$ cat config.mk
export PLATFORM = sky130hd
export DESIGN_NAME = gpc_port_top
export DESIGN_NICKNAME = d
export VERILOG_FILES = /design/src/shared/gpc_pkg.sv /design/src/shared/gpc_chg_if.sv /design/src/verilog/gpc_change_detect.sv /design/src/verilog/gpc_port_top.sv
export SDC_FILE = /design/constraint.sdc
export NUM_CORES = 1
export LEC_CHECK = 0
export BUFFER_PORTS_ARGS = -buffer_cell sky130_fd_sc_hd__buf_2
export CELL_PAD_IN_SITES_DETAIL_PLACEMENT = 0
export CELL_PAD_IN_SITES_GLOBAL_PLACEMENT = 1
export CORE_UTILIZATION = 37
export DETAILED_ROUTE_END_ITERATION = 7
export PLACE_DENSITY = 0.91
export RECOVER_POWER = 100
export REMOVE_ABC_BUFFERS = 1
export SYNTH_ARGS = -nofsm -noshare
export SYNTH_HDL_FRONTEND = slang
export SYNTH_SLANG_ARGS = --single-unit
$ cat constraint.sdc
create_clock -name REF_CLK -period 2.3 [get_ports REF_CLK]
set_input_delay 0.23 -clock REF_CLK [delete_from_list [all_inputs] [get_ports REF_CLK]]
set_output_delay 0.23 -clock REF_CLK [all_outputs]
set_load 0.02 [all_outputs]
$ cat src/shared/gpc_pkg.sv
// Purpose: Shared constants for the dual port general purpose I/O block.
// Assumes: Byte-wide register port, addresses as the core sees them.
// Notes: Offsets, field positions, reset values and widths live here once.
package gpc_pkg;
  localparam int ADDR_W = 9;
  localparam int DATA_W = 8;
  localparam int PA_W = 6;
  localparam int PB_W = 8;
  localparam int CHG_W = 4;

  localparam logic [ADDR_W-1:0] OFS_BANK_A_DATA = 9'h0_005;
  localparam logic [ADDR_W-1:0] OFS_BANK_B_DATA = 9'h0_006;
  localparam logic [ADDR_W-1:0] OFS_BANK_B_DATA_ALT = 9'h0_106;
  localparam logic [ADDR_W-1:0] OFS_OPTION = 9'h0_081;
  localparam logic [ADDR_W-1:0] OFS_OPTION_ALT = 9'h0_181;
  localparam logic [ADDR_W-1:0] OFS_BANK_A_DIR = 9'h0_085;
  localparam logic [ADDR_W-1:0] OFS_BANK_B_DIR = 9'h0_086;
  localparam logic [ADDR_W-1:0] OFS_BANK_B_DIR_ALT = 9'h0_186;
  localparam logic [ADDR_W-1:0] OFS_IRQ_CONTROL = 9'h0_00B;
  localparam logic [ADDR_W-1:0] OFS_CONVERTER_CONFIG = 9'h0_09F;
  localparam logic [ADDR_W-1:0] OFS_MISC_CONTROL = 9'h0_00F;

  localparam logic [DATA_W-1:0] RST_OPTION = 8'h00_FF;
  localparam logic [PA_W-1:0] RST_BANK_A_DIR = 6'h3F;
  localparam logic [PB_W-1:0] RST_BANK_B_DIR = 8'h00_FF;
  localparam logic [PA_W-1:0] RST_BANK_A_LATCH = 6'h00;
  localparam logic [PB_W-1:0] RST_BANK_B_LATCH = 8'h00_00;
  localparam logic [DATA_W-1:0] RST_CONVERTER_CONFIG = 8'h00_00;
  localparam logic RST_LVP = 1'b1;

  localparam int BIT_PULLUP_DISABLE_N = 7;
  localparam int BIT_EXT_IRQ_EDGE_SELECT = 6;
  localparam int BIT_CHANGE_IRQ_FLAG = 0;
  localparam int BIT_EXT_IRQ_FLAG = 1;
  localparam int BIT_CHANGE_IRQ_EN = 3;
  localparam int BIT_EXT_IRQ_EN = 4;
  localparam int BIT_LVP = 0;
  localparam int BIT_PROG_MODE_PIN = 3;
  localparam int BIT_OPEN_DRAIN_PIN = 4;
  localparam int BIT_EXT_IRQ_PIN = 0;
  localparam int CHG_LSB = 4;

  localparam logic [DATA_W-1:0] CONVERTER_CONFIG_MASK = 8'h00_CF;
  localparam logic [2:0] PCFG_ALL_DIGITAL = 3'h3;
  localparam logic [PA_W-1:0] ANALOG_CAPABLE = 6'h2F;
endpackage : gpc_pkg

$ cat src/shared/gpc_chg_if.sv
// Purpose: Carries the change detector signals between the port logic and the detector.
// Assumes: One clock domain, all signals level or one-cycle pulses on that clock.
// Notes: The port side owns pins, enables and strobes; the detector owns the flag.
interface gpc_chg_if #(parameter int WIDTH = 4);
  logic [WIDTH-1:0] pin_level;
  logic [WIDTH-1:0] compare_en;
  logic refresh;
  logic flag_clear;
  logic flag;
  logic [WIDTH-1:0] mismatch;

  modport port_side (output pin_level, output compare_en, output refresh, output flag_clear,
    input flag, input mismatch);
  modport detect_side (input pin_level, input compare_en, input refresh, input flag_clear,
    output flag, output mismatch);
endinterface : gpc_chg_if

$ cat src/verilog/gpc_change_detect.sv
// Purpose: Snapshot compare and sticky change flag for the upper port B pins.
// Assumes: Pins are synchronous to the clock.
// Notes: A mismatch keeps setting the flag until the snapshot is refreshed.
module gpc_change_detect
  import gpc_pkg::*;
#(
  parameter int WIDTH = CHG_W
)
(
  input wire logic clk, // System clock.
  input wire logic rst, // Synchronous reset, active high.
  gpc_chg_if.detect_side chg // Detector side of the change link.
);
  logic [WIDTH-1:0] snapshot;
  logic flag_q;
  logic next_flag;
  logic any_mismatch;

  // Outputs configured as outputs are masked out of the compare.
  assign chg.mismatch = (chg.pin_level ^ snapshot) & chg.compare_en; // see [RULE6] see [RULE7]
  assign any_mismatch = |chg.mismatch; // see [RULE8]
  // Set wins over a software clear in the same cycle.
  assign next_flag = any_mismatch | (flag_q & ~chg.flag_clear); // see [RULE11]
  assign chg.flag = flag_q;

  always_ff @(posedge clk)
  begin
    if (rst)
    begin
      snapshot <= '0;
      flag_q <= 1'b0;
    end
    else
    begin
      if (chg.refresh)
      begin
        snapshot <= chg.pin_level; // see [RULE10]
      end
      flag_q <= next_flag;
    end
  end
endmodule : gpc_change_detect

$ cat src/verilog/gpc_port_top.sv
// Purpose: Two general purpose ports; port B has pull-ups, edge interrupt and change interrupt.
// Assumes: Pin inputs synchronous to REF_CLK; byte register port with one-cycle strobes.
// Notes: Output enables are active low; the pad combines them with the pull-up request.
// Operation
// [RULE1] Port B has eight bidirectional pins; direction one makes the pin an input.
// [RULE2] Direction zero drives the pin from its output latch.
// [RULE3] Clearing option bit 7 turns all port B pull-ups on together.
// [RULE4] A pin configured as output never has its pull-up on.
// [RULE5] Pull-ups are off after power-on reset.
// [RULE6] Only upper four input pins take part in change detection.
// [RULE7] Upper inputs are compared against a snapshot taken on port B reads.
// [RULE8] Mismatches are ORed into the change flag at control bit 0.
// [RULE9] A pending change interrupt wakes the device from sleep.
// [RULE10] Any port B read or write refreshes the snapshot, ending the mismatch.
// [RULE11] A lasting mismatch keeps setting the flag; software accesses port then clears.
// [RULE12] Software should not poll port B while using change detection.
// [RULE13] Port B bit 0 is an edge interrupt; option bit 6 picks the edge.
// [RULE14] Low-voltage programming is on by default and owns port B bit 3.
// [RULE15] Port A bit 4 is open drain; its input also feeds the timer clock.
// [RULE16] Unused upper bits of port A data and direction read zero.
// [RULE17] Slave-select serial use needs certain analog configuration field values.
// [RULE18] Data reads return pin levels; writes update only the latch.
// [RULE19] Port A direction follows the same convention as port B.
// [RULE20] After reset analog-capable port A pins are analog and read zero.
// [RULE21] Port B data, direction and option answer at both bank addresses.
module gpc_port_top
  import gpc_pkg::*;
#(
  parameter int PA_WIDTH = PA_W,
  parameter int PB_WIDTH = PB_W
)
(
  input wire logic REF_CLK, // System clock, 50 MHz.
  input wire logic SYS_RST, // Synchronous reset, active high.
  input wire logic [ADDR_W-1:0] REG_ADDR, // Register address.
  input wire logic [DATA_W-1:0] REG_WDATA, // Register write data.
  input wire logic REG_WR, // Write strobe.
  input wire logic REG_RD, // Read strobe.
  output logic [DATA_W-1:0] REG_RDATA, // Read data, valid the cycle after REG_RD.
  input wire logic [PA_WIDTH-1:0] PA_IN, // Port A pin levels.
  output logic [PA_WIDTH-1:0] PA_OUT, // Port A pin drive values.
  output logic [PA_WIDTH-1:0] PA_OE_N, // Port A drive enables, low drives.
  input wire logic [PB_WIDTH-1:0] PB_IN, // Port B pin levels.
  output logic [PB_WIDTH-1:0] PB_OUT, // Port B pin drive values.
  output logic [PB_WIDTH-1:0] PB_OE_N, // Port B drive enables, low drives.
  output logic [PB_WIDTH-1:0] PB_PULLUP, // Port B weak pull-up requests.
  output logic TIMER_CLK_IN, // Port A bit 4 level for the timer clock input.
  output logic PROG_PIN_IN, // Port B bit 3 level for the programming logic.
  output logic LVP_ACTIVE, // Low-voltage programming mode owns port B bit 3.
  input wire logic SLEEP_ACTIVE, // Core is in its low-power sleep state.
  output logic CHANGE_IRQ, // Change interrupt request, enabled and pending.
  output logic EXT_IRQ, // Edge interrupt request, enabled and pending.
  output logic WAKE // Wake request to the core while sleeping.
);
  // Register storage.
  logic [PA_WIDTH-1:0] latch_a;
  logic [PB_WIDTH-1:0] latch_b;
  logic [PA_WIDTH-1:0] dir_a;
  logic [PB_WIDTH-1:0] dir_b;
  logic [DATA_W-1:0] option_ctl;
  logic [DATA_W-1:0] conv_cfg;
  logic chg_en;
  logic ext_en;
  logic ext_flag;
  logic lvp_mode;
  logic ext_pin_prev;
  logic [DATA_W-1:0] rdata;

  // Address decode.
  logic sel_a_data;
  logic sel_b_data;
  logic sel_option;
  logic sel_a_dir;
  logic sel_b_dir;
  logic sel_irq;
  logic sel_conv;
  logic sel_misc;
  logic wr_a_data;
  logic wr_b_data;
  logic wr_option;
  logic wr_a_dir;
  logic wr_b_dir;
  logic wr_irq;
  logic wr_conv;
  logic wr_misc;

  // Pin level views and read values.
  logic [PA_WIDTH-1:0] analog_sel;
  logic [PA_WIDTH-1:0] pa_read;
  logic [PB_WIDTH-1:0] pb_read;
  logic [PB_WIDTH-1:0] pb_own;
  logic [DATA_W-1:0] irq_read;
  logic [DATA_W-1:0] next_rdata;
  logic pullups_on;
  logic ext_level;
  logic ext_edge;
  logic next_ext_flag;

  gpc_chg_if #(.WIDTH(CHG_W)) chg ();

  // Both bank addresses of port B data, direction and option reach the same storage.
  assign sel_a_data = (REG_ADDR == OFS_BANK_A_DATA);
  assign sel_b_data = (REG_ADDR == OFS_BANK_B_DATA) || (REG_ADDR == OFS_BANK_B_DATA_ALT); // see [RULE21]
  assign sel_option = (REG_ADDR == OFS_OPTION) || (REG_ADDR == OFS_OPTION_ALT); // see [RULE21]
  assign sel_a_dir = (REG_ADDR == OFS_BANK_A_DIR);
  assign sel_b_dir = (REG_ADDR == OFS_BANK_B_DIR) || (REG_ADDR == OFS_BANK_B_DIR_ALT); // see [RULE21]
  assign sel_irq = (REG_ADDR == OFS_IRQ_CONTROL);
  assign sel_conv = (REG_ADDR == OFS_CONVERTER_CONFIG);
  assign sel_misc = (REG_ADDR == OFS_MISC_CONTROL);

  // One write strobe per register, qualified by the shared write strobe.
  assign wr_a_data = REG_WR && sel_a_data;
  assign wr_b_data = REG_WR && sel_b_data;
  assign wr_option = REG_WR && sel_option;
  assign wr_a_dir = REG_WR && sel_a_dir;
  assign wr_b_dir = REG_WR && sel_b_dir;
  assign wr_irq = REG_WR && sel_irq;
  assign wr_conv = REG_WR && sel_conv;
  assign wr_misc = REG_WR && sel_misc;

  // Analog pins read zero unless the configuration field selects all digital.
  assign analog_sel = (conv_cfg[3:1] == PCFG_ALL_DIGITAL) ? '0 : ANALOG_CAPABLE; // see [RULE20]
  assign pa_read = PA_IN & ~analog_sel; // see [RULE18] see [RULE20]

  // Bit 3 belongs to the programming logic while low-voltage programming is on.
  assign pb_own = lvp_mode ? (8'h00_01 << BIT_PROG_MODE_PIN) : 8'h00_00; // see [RULE14]
  assign pb_read = PB_IN & ~pb_own; // see [RULE18]

  // Port A: direction one floats the pin, zero drives the latch.
  always_comb
  begin
    PA_OUT = latch_a; // see [RULE19]
    PA_OE_N = dir_a; // see [RULE19]
    // Open drain: only a low latch value is driven, a high one releases the pin.
    PA_OUT[BIT_OPEN_DRAIN_PIN] = 1'b0; // see [RULE15]
    PA_OE_N[BIT_OPEN_DRAIN_PIN] = dir_a[BIT_OPEN_DRAIN_PIN] | latch_a[BIT_OPEN_DRAIN_PIN]; // see [RULE15]
  end
  assign TIMER_CLK_IN = PA_IN[BIT_OPEN_DRAIN_PIN]; // see [RULE15]

  // Port B drive and pull-ups.
  assign PB_OUT = latch_b; // see [RULE2]
  assign PB_OE_N = dir_b | pb_own; // see [RULE1] see [RULE2] see [RULE14]
  assign pullups_on = ~option_ctl[BIT_PULLUP_DISABLE_N]; // see [RULE3]
  assign PB_PULLUP = {PB_WIDTH{pullups_on}} & dir_b & ~pb_own; // see [RULE3] see [RULE4]
  assign PROG_PIN_IN = PB_IN[BIT_PROG_MODE_PIN];
  assign LVP_ACTIVE = lvp_mode; // see [RULE14]

  // Change detector wiring: a port B access refreshes the snapshot.
  assign chg.pin_level = PB_IN[CHG_LSB +: CHG_W]; // see [RULE7]
  assign chg.compare_en = dir_b[CHG_LSB +: CHG_W]; // see [RULE6]
  assign chg.refresh = (REG_RD || REG_WR) && sel_b_data; // see [RULE7] see [RULE10]
  assign chg.flag_clear = wr_irq && !REG_WDATA[BIT_CHANGE_IRQ_FLAG]; // see [RULE11]

  gpc_change_detect #(.WIDTH(CHG_W)) u_change
  (
    .clk(REF_CLK),
    .rst(SYS_RST),
    .chg(chg.detect_side)
  );

  // Edge interrupt on port B bit 0; edge select one means rising.
  assign ext_level = PB_IN[BIT_EXT_IRQ_PIN];
  assign ext_edge = option_ctl[BIT_EXT_IRQ_EDGE_SELECT] ? (ext_level && !ext_pin_prev)
    : (!ext_level && ext_pin_prev); // see [RULE13]
  // An edge in the cycle of a clear still sets the flag.
  assign next_ext_flag = ext_edge | (ext_flag & ~(wr_irq && !REG_WDATA[BIT_EXT_IRQ_FLAG]));

  // Interrupt requests and wake.
  assign CHANGE_IRQ = chg.flag && chg_en;
  assign EXT_IRQ = ext_flag && ext_en;
  assign WAKE = SLEEP_ACTIVE && (CHANGE_IRQ || EXT_IRQ); // see [RULE9]

  // Writing one to a flag bit leaves that flag unchanged; only a zero clears it.
  always_comb
  begin
    irq_read = '0;
    irq_read[BIT_CHANGE_IRQ_FLAG] = chg.flag; // see [RULE8]
    irq_read[BIT_EXT_IRQ_FLAG] = ext_flag;
    irq_read[BIT_CHANGE_IRQ_EN] = chg_en;
    irq_read[BIT_EXT_IRQ_EN] = ext_en;
  end

  // Read mux; unmapped addresses read zero.
  always_comb
  begin
    next_rdata = '0;
    if (sel_a_data)
    begin
      next_rdata = {{(DATA_W-PA_WIDTH){1'b0}}, pa_read}; // see [RULE16] see [RULE18]
    end
    else if (sel_b_data)
    begin
      next_rdata = pb_read; // see [RULE18]
    end
    else if (sel_option)
    begin
      next_rdata = option_ctl;
    end
    else if (sel_a_dir)
    begin
      next_rdata = {{(DATA_W-PA_WIDTH){1'b0}}, dir_a}; // see [RULE16]
    end
    else if (sel_b_dir)
    begin
      next_rdata = dir_b;
    end
    else if (sel_irq)
    begin
      next_rdata = irq_read;
    end
    else if (sel_conv)
    begin
      next_rdata = conv_cfg;
    end
    else if (sel_misc)
    begin
      next_rdata = {{(DATA_W-1){1'b0}}, lvp_mode};
    end
  end

  // Read data stands only in the cycle after the strobe.
  always_ff @(posedge REF_CLK)
  begin
    if (SYS_RST)
    begin
      rdata <= '0;
    end
    else if (REG_RD)
    begin
      rdata <= next_rdata;
    end
    else
    begin
      rdata <= '0;
    end
  end
  assign REG_RDATA = rdata;

  // Port latches: writes reach only the latch, never the pin read path.
  always_ff @(posedge REF_CLK)
  begin
    if (SYS_RST)
    begin
      latch_a <= RST_BANK_A_LATCH;
      latch_b <= RST_BANK_B_LATCH;
    end
    else
    begin
      if (wr_a_data)
      begin
        latch_a <= REG_WDATA[PA_WIDTH-1:0]; // see [RULE18]
      end
      if (wr_b_data)
      begin
        latch_b <= REG_WDATA[PB_WIDTH-1:0]; // see [RULE18]
      end
    end
  end

  // Direction registers reset to all inputs.
  always_ff @(posedge REF_CLK)
  begin
    if (SYS_RST)
    begin
      dir_a <= RST_BANK_A_DIR;
      dir_b <= RST_BANK_B_DIR;
    end
    else
    begin
      if (wr_a_dir)
      begin
        dir_a <= REG_WDATA[PA_WIDTH-1:0]; // see [RULE19]
      end
      if (wr_b_dir)
      begin
        dir_b <= REG_WDATA[PB_WIDTH-1:0]; // see [RULE1]
      end
    end
  end

  // Option reset leaves pull-ups disabled.
  always_ff @(posedge REF_CLK)
  begin
    if (SYS_RST)
    begin
      option_ctl <= RST_OPTION; // see [RULE5]
    end
    else if (wr_option)
    begin
      option_ctl <= REG_WDATA;
    end
  end

  // Analog configuration resets to all analog; unused bits stay zero.
  always_ff @(posedge REF_CLK)
  begin
    if (SYS_RST)
    begin
      conv_cfg <= RST_CONVERTER_CONFIG; // see [RULE20]
    end
    else if (wr_conv)
    begin
      conv_cfg <= REG_WDATA & CONVERTER_CONFIG_MASK;
    end
  end

  // Low-voltage programming mode, on after reset.
  always_ff @(posedge REF_CLK)
  begin
    if (SYS_RST)
    begin
      lvp_mode <= RST_LVP; // see [RULE14]
    end
    else if (wr_misc)
    begin
      lvp_mode <= REG_WDATA[BIT_LVP];
    end
  end

  // Interrupt enables and edge flag.
  always_ff @(posedge REF_CLK)
  begin
    if (SYS_RST)
    begin
      chg_en <= 1'b0;
      ext_en <= 1'b0;
      ext_flag <= 1'b0;
    end
    else
    begin
      if (wr_irq)
      begin
        chg_en <= REG_WDATA[BIT_CHANGE_IRQ_EN];
        ext_en <= REG_WDATA[BIT_EXT_IRQ_EN];
      end
      ext_flag <= next_ext_flag; // see [RULE13]
    end
  end

  // The previous pin level tracks the pin even while reset is held.
  // A pin that idles high therefore shows no false edge when reset is released.
  always_ff @(posedge REF_CLK)
  begin
    ext_pin_prev <= ext_level; // see [RULE13]
  end
endmodule : gpc_port_top

# After elaboration in Yosys (flattened, before gate mapping)
# Index checks and enable logic that the tools add are counted.
# Widths: inputs -> output; s select.
# op_classes
mux	11
reduce_logical	28
shift	0
div_mod_pow	0
addsub	0
order_cmp	0
n_eq_ne	12
bitwise_logic	18
n_mul	0
# ops
cell	n
$mux 8	6
$eq 9x8->1 const B	4
$eq 9x9->1 const B	3
$and 8x8->8	3
$eq 9x3->1 const B	2
$eq 9x4->1 const B	2
$logic_and 1x1->1	16
$mux 6	2
$not 4->8	1
$or 8x4->8	1
$and 6x6->6	1
$not 6->6	1
$logic_or 1x1->1	5
$and 4x4->4	1
$logic_not 1->1	4
$mux 4	1
$not 1->1	4
$reduce_or 4->1	1
$xor 4x4->4	1
$eq 3x2->1 const B	1
$or 1x1->1	3
$reduce_or 3->1	1
$and 1x1->1	2
$mux 1	2
$reduce_or 2->1	1
# totals
n_memories	0
rom_bits	0
latchBits	0
mem_bits_rw	0
elab_cells	84
regBits	60

# Depth between registers and ports, before layout
# logic_depth
ltp_word	9
depth_mapped	6
mapped_depth_nobuf	5

# Cells and area by module
# A second synthesis with hierarchy kept.
# hier_totals
cells_unflattened	371
hier_area_um2	3070.4
# modules_own_cells
mod	n_inst	cells_each	area_per_inst_um2	seq_area_each_um2
gpc_port_top	1	345	2822.7	1101.1
gpc_change_detect	1	26	247.7	100.1

# Worst setup path before layout
# OpenSTA, ideal clock, no wires.
# synth_path
path_type	input to register
startpoint	in REG_ADDR[6]
endpoint	reg rdata[3] (netlist: REG_RDATA[3])
n_path_buf	0
path_stages	5
arrival_time_ns	1.724
slack_ns	0.516
t_required_ns	2.240
setup_ns	0.060
path_cell_list	or4_4 or3_4 nor4_4 a22oi_1 nand2_1
# synth_between
elab_chain_len	8
word_cells_on_any_way	20
cone_classes	10 x eq/ne; 7 x mux; 3 x reduce/logical
# synth_rtl
item	line	rtl
from (decl)	gpc_port_top.sv:35	input wire logic [ADDR_W-1:0] REG_ADDR,
$eq 9x8->1	gpc_port_top.sv:108	assign sel_conv = (REG_ADDR == OFS_CONVERTER_CONFIG);
$mux 8	gpc_port_top.sv:211	else if (sel_conv)
$mux 8	gpc_port_top.sv:207	else if (sel_irq)
$mux 8	gpc_port_top.sv:203	else if (sel_b_dir)
$mux 8	gpc_port_top.sv:199	else if (sel_a_dir)
$mux 8	gpc_port_top.sv:195	else if (sel_option)
$mux 8	gpc_port_top.sv:191	else if (sel_b_data)
$mux 6 (*)	gpc_port_top.sv:187	if (sel_a_data)
to (signal assigned)	gpc_port_top.sv:230	rdata <= next_rdata;
to (decl)	gpc_port_top.sv:67	logic [DATA_W-1:0] rdata;
# Every way passes the cells marked *; elsewhere a longest branch is shown, timed or not.
# A chain may end at the register's enable or synchronous reset.

# Worst setup path after layout
# layout_path
startpoint	in REG_ADDR[6]
endpoint	reg rdata[0] (netlist: REG_RDATA[0])
# layout_between
elab_chain_len	9
word_cells_on_any_way	22
cone_classes	11 x eq/ne; 8 x mux; 3 x reduce/logical
# layout_rtl
item	line	rtl
$eq 9x4->1	gpc_port_top.sv:109	assign sel_misc = (REG_ADDR == OFS_MISC_CONTROL);
$mux 1	gpc_port_top.sv:215	else if (sel_misc)
$mux 8	gpc_port_top.sv:211	
$mux 8	gpc_port_top.sv:207	
$mux 8	gpc_port_top.sv:203	
$mux 8	gpc_port_top.sv:199	
$mux 8	gpc_port_top.sv:195	
$mux 8	gpc_port_top.sv:191	
$mux 6 (*)	gpc_port_top.sv:187	
# Marked as above.

==> metrics.yaml <==
synthesis:
  synth_xor_area_frac: 0.0120
  synth-seq-cells: 60
  synth_edf_count: 0
  synthMuxAreaShare: 0.0137
  synth_seq_area_share: 0.410
  yosysWarnings: 0
  synth_top_family_by_area: "simple AND/OR/NAND/NOR gates"
  syn_inst: 374
  yosysTopAreaCell: "dfxtp_1"
  synth_compound_area_frac: 0.150
  synthesis.area_um2: 2930
  yosysTopAreaCellShare: 0.410
  synth_area_leaders: "dfxtp_1 (41%), nand3_1 (12%), nand2_1 (8.7%)"
  ys_async_sr_fraction: 0
  synth_simple_gate_area_frac: 0.326
  synth_ff_type: "dfxtp_1"
  postSynthAreaPerCell_um2: 7.83
  synthAdderAreaFrac: 0
  synth.distinct_cells: 48
global_routing:
  grt_usage: 0.226
  grt_pass1_wl_um: 14400
  grt_max_degree: 29
  gr-total-overflow: 0
  grt_pass1_vias: 2709
  antenna_found_initial: 0
power_and_ir_drop:
  p_comb_frac: 0.071
  power.internal_mw: 1.65
  p_leak_nw: 1.31
  swShare: 0.240
  p_clk_frac: 0.447
  switchingPower_mw: 0.522
  p_per_area_nw_per_um2: 628
  seqPwrFrac: 0.482
  ir_drop_mv: 0.433
worst_setup_path:
  cp_top_family: "simple AND/OR/NAND/NOR gates"
  setup.worst_path.class: "primary input to flip-flop"
  max_stage_delay_ps: 630
  arrival_ps: 2200
  cp_max_fo: 10
  cp_slowest_cell: "or4b_1"
  cp_cell_sequence: "clkbuf_1, or4b_1, nor2_1, clkbuf_1, a221o_1, a21oi_1, o21ai_0"
  cp_num_buf_inv: 2
  reg2reg_slack_ps: 950
  end_kind: "flip-flop"
  crit_top_cell: "clkbuf_1"
  cp-start-kind: "primary input"
  crit_required_ps: 2570
clocking:
  cts-buffers-inserted: 9
  holdBufCountCts: 0
  ctsLongestPathBuffers: 2
  htreeDepth: 3
  postCtsResizedCells: 0
  postCtsSetupBuffers: 0
  cts_tree: "done"
  clock-sinks: 60
  cts_root_buf: "clkbuf_8"
  clock_latency_ps: 340
  path_clk_slew_ps: 70
die:
  rows: 32
  design.die.area_um2: 8270
  core_um2: 7690
  fp.dieH_um: 91.0
  die_w_um: 91.0
  io_pins: 86
  start_util: 0.381
place:
  post-dp-hpwl_um: 6450
  place_area_um2: 3370
  place_ws_ps: 289
  port_buffers: 84
  globalplace.congestion: 0.920
timing:
  tns_ps: 0
  timing.final.max_slew_violations: 0
  clock_skew_ps: 6.06
  setup_ws_ps: 371
  hold_violations: 0
  hold_ws_ps: 70.6
  max_slew_margin: 0.598
  rsz0062_at_grt: "no"
  period_needed_ps: 1930
  clock.fmax_mhz: 518
  finalSetupViolCount: 0
  tightestPinTransition_ps: 602
  fin_crit_sh: 0.839
cells_and_area:
  area_growth_pct: 18.2
  layout_common_cells: "nand3_1 (68), nand2_1 (68), dfxtp_1 (60), clkbuf_1 (57), buf_2 (33)"
  utilization: 0.450
  nNetsFinal: 480
  insertedDiodeCount: 0
  drive_above_1_share: 0.145
  finalInstanceArea_um2: 3460
routing:
  vias_per_cell: 5.48
  drt-total-wl_um: 8880
  ant_nets: 0
  drc: 0
  wl_per_cell_um: 16.1
  first_iter_violations: 320
  firstDrtPassIters: 7
  vias: 3019
hold_path:
  min_path_type: "primary input to flip-flop"
run:
  drv_cap: 0
run_status:
  status: "finished, final reports clean"
registers in the layout (all words and copies together) (netlist names), 4 cells and up:
signal / flops
dir_b: 8
conv_cfg: 6
latch_a: 6
option_ctl: 8
u_change.snapshot: 4
PB_OUT: 8
REG_RDATA: 8
dir_a: 6
routing by layer:
layer / GRT usage / up-vias / part of all wire
met4: 0.0688 / 0 / 0.017
li1: - / 1447 / -
met1: 0.297 / 1402 / 0.43
met3: 0.0754 / 17 / 0.098
met5: 0 / - / 0
met2: 0.349 / 153 / 0.46
cell families after synthesis:
group                  Yosys count
AO/OA/AOI/OAI                   71
XOR/XNOR                         4
buffers and inverters           45
flip-flops                      60
multiplexers                     4
other                            1
AND/OR/NAND/NOR                189
final timing paths:
path / start / to / cells after the start
worst max register to register: LVP_ACTIVE$_SDFFE_PP1P_ / REG_RDATA[0]$_SDFF_PP0_ / 5
worst min-delay path: PB_IN[0] / ext_pin_prev$_DFF_P_ / 1
worst max-delay path: REG_ADDR[6] / REG_RDATA[0]$_SDFF_PP0_ / 7
worst min register to register: latch_a[4]$_SDFFE_PP0P_ / latch_a[4]$_SDFFE_PP0P_ / 2
per-stage QoR:
stage / cells / power, mW
3_5_place_dp: 535 / 1.23
5_1_grt: 551 / 2.26
4_1_cts: 551 / 2.19
2_1_floorplan: 334 / 1.12
3_3_place_gp: 535 / 1.23
6_report: 551 / 2.17
cells in the mapped netlist, drive strengths merged, types with 4 or more instances:
cell	instances
nand2	68
nand3	68
dfxtp	60
a21oi	28
buf	23
clkbuf	17
nor2	17
o21ai	17
nor2b	6
inv	5
nor3	5
a22oi	4
mux2i	4
nor4	4
xor2	4
final cells by class:
type                            count  area (um2)
Tap cell                          102         128
Multi-Input combinational cell    269        1450
Clock buffer                       12         155
Sequential cell                    60        1200
Inverter                            5        18.8
Timing Repair Buffer               99         463
Clock inverter                      4        47.5
Fill cell                         823        4230
power by group through the flow:
stage	clock network [mW]	logic, mW	registers, mW
final	0.972	0.153	1.05
after global routing	1.04	0.168	1.05
after CTS	0.989	0.157	1.05
after detailed placement	0	0.156	1.07
after global placement	0	0.155	1.07
after floorplan	0	0.0478	1.07
No activity file was read; power rests on OpenSTA's default activity.
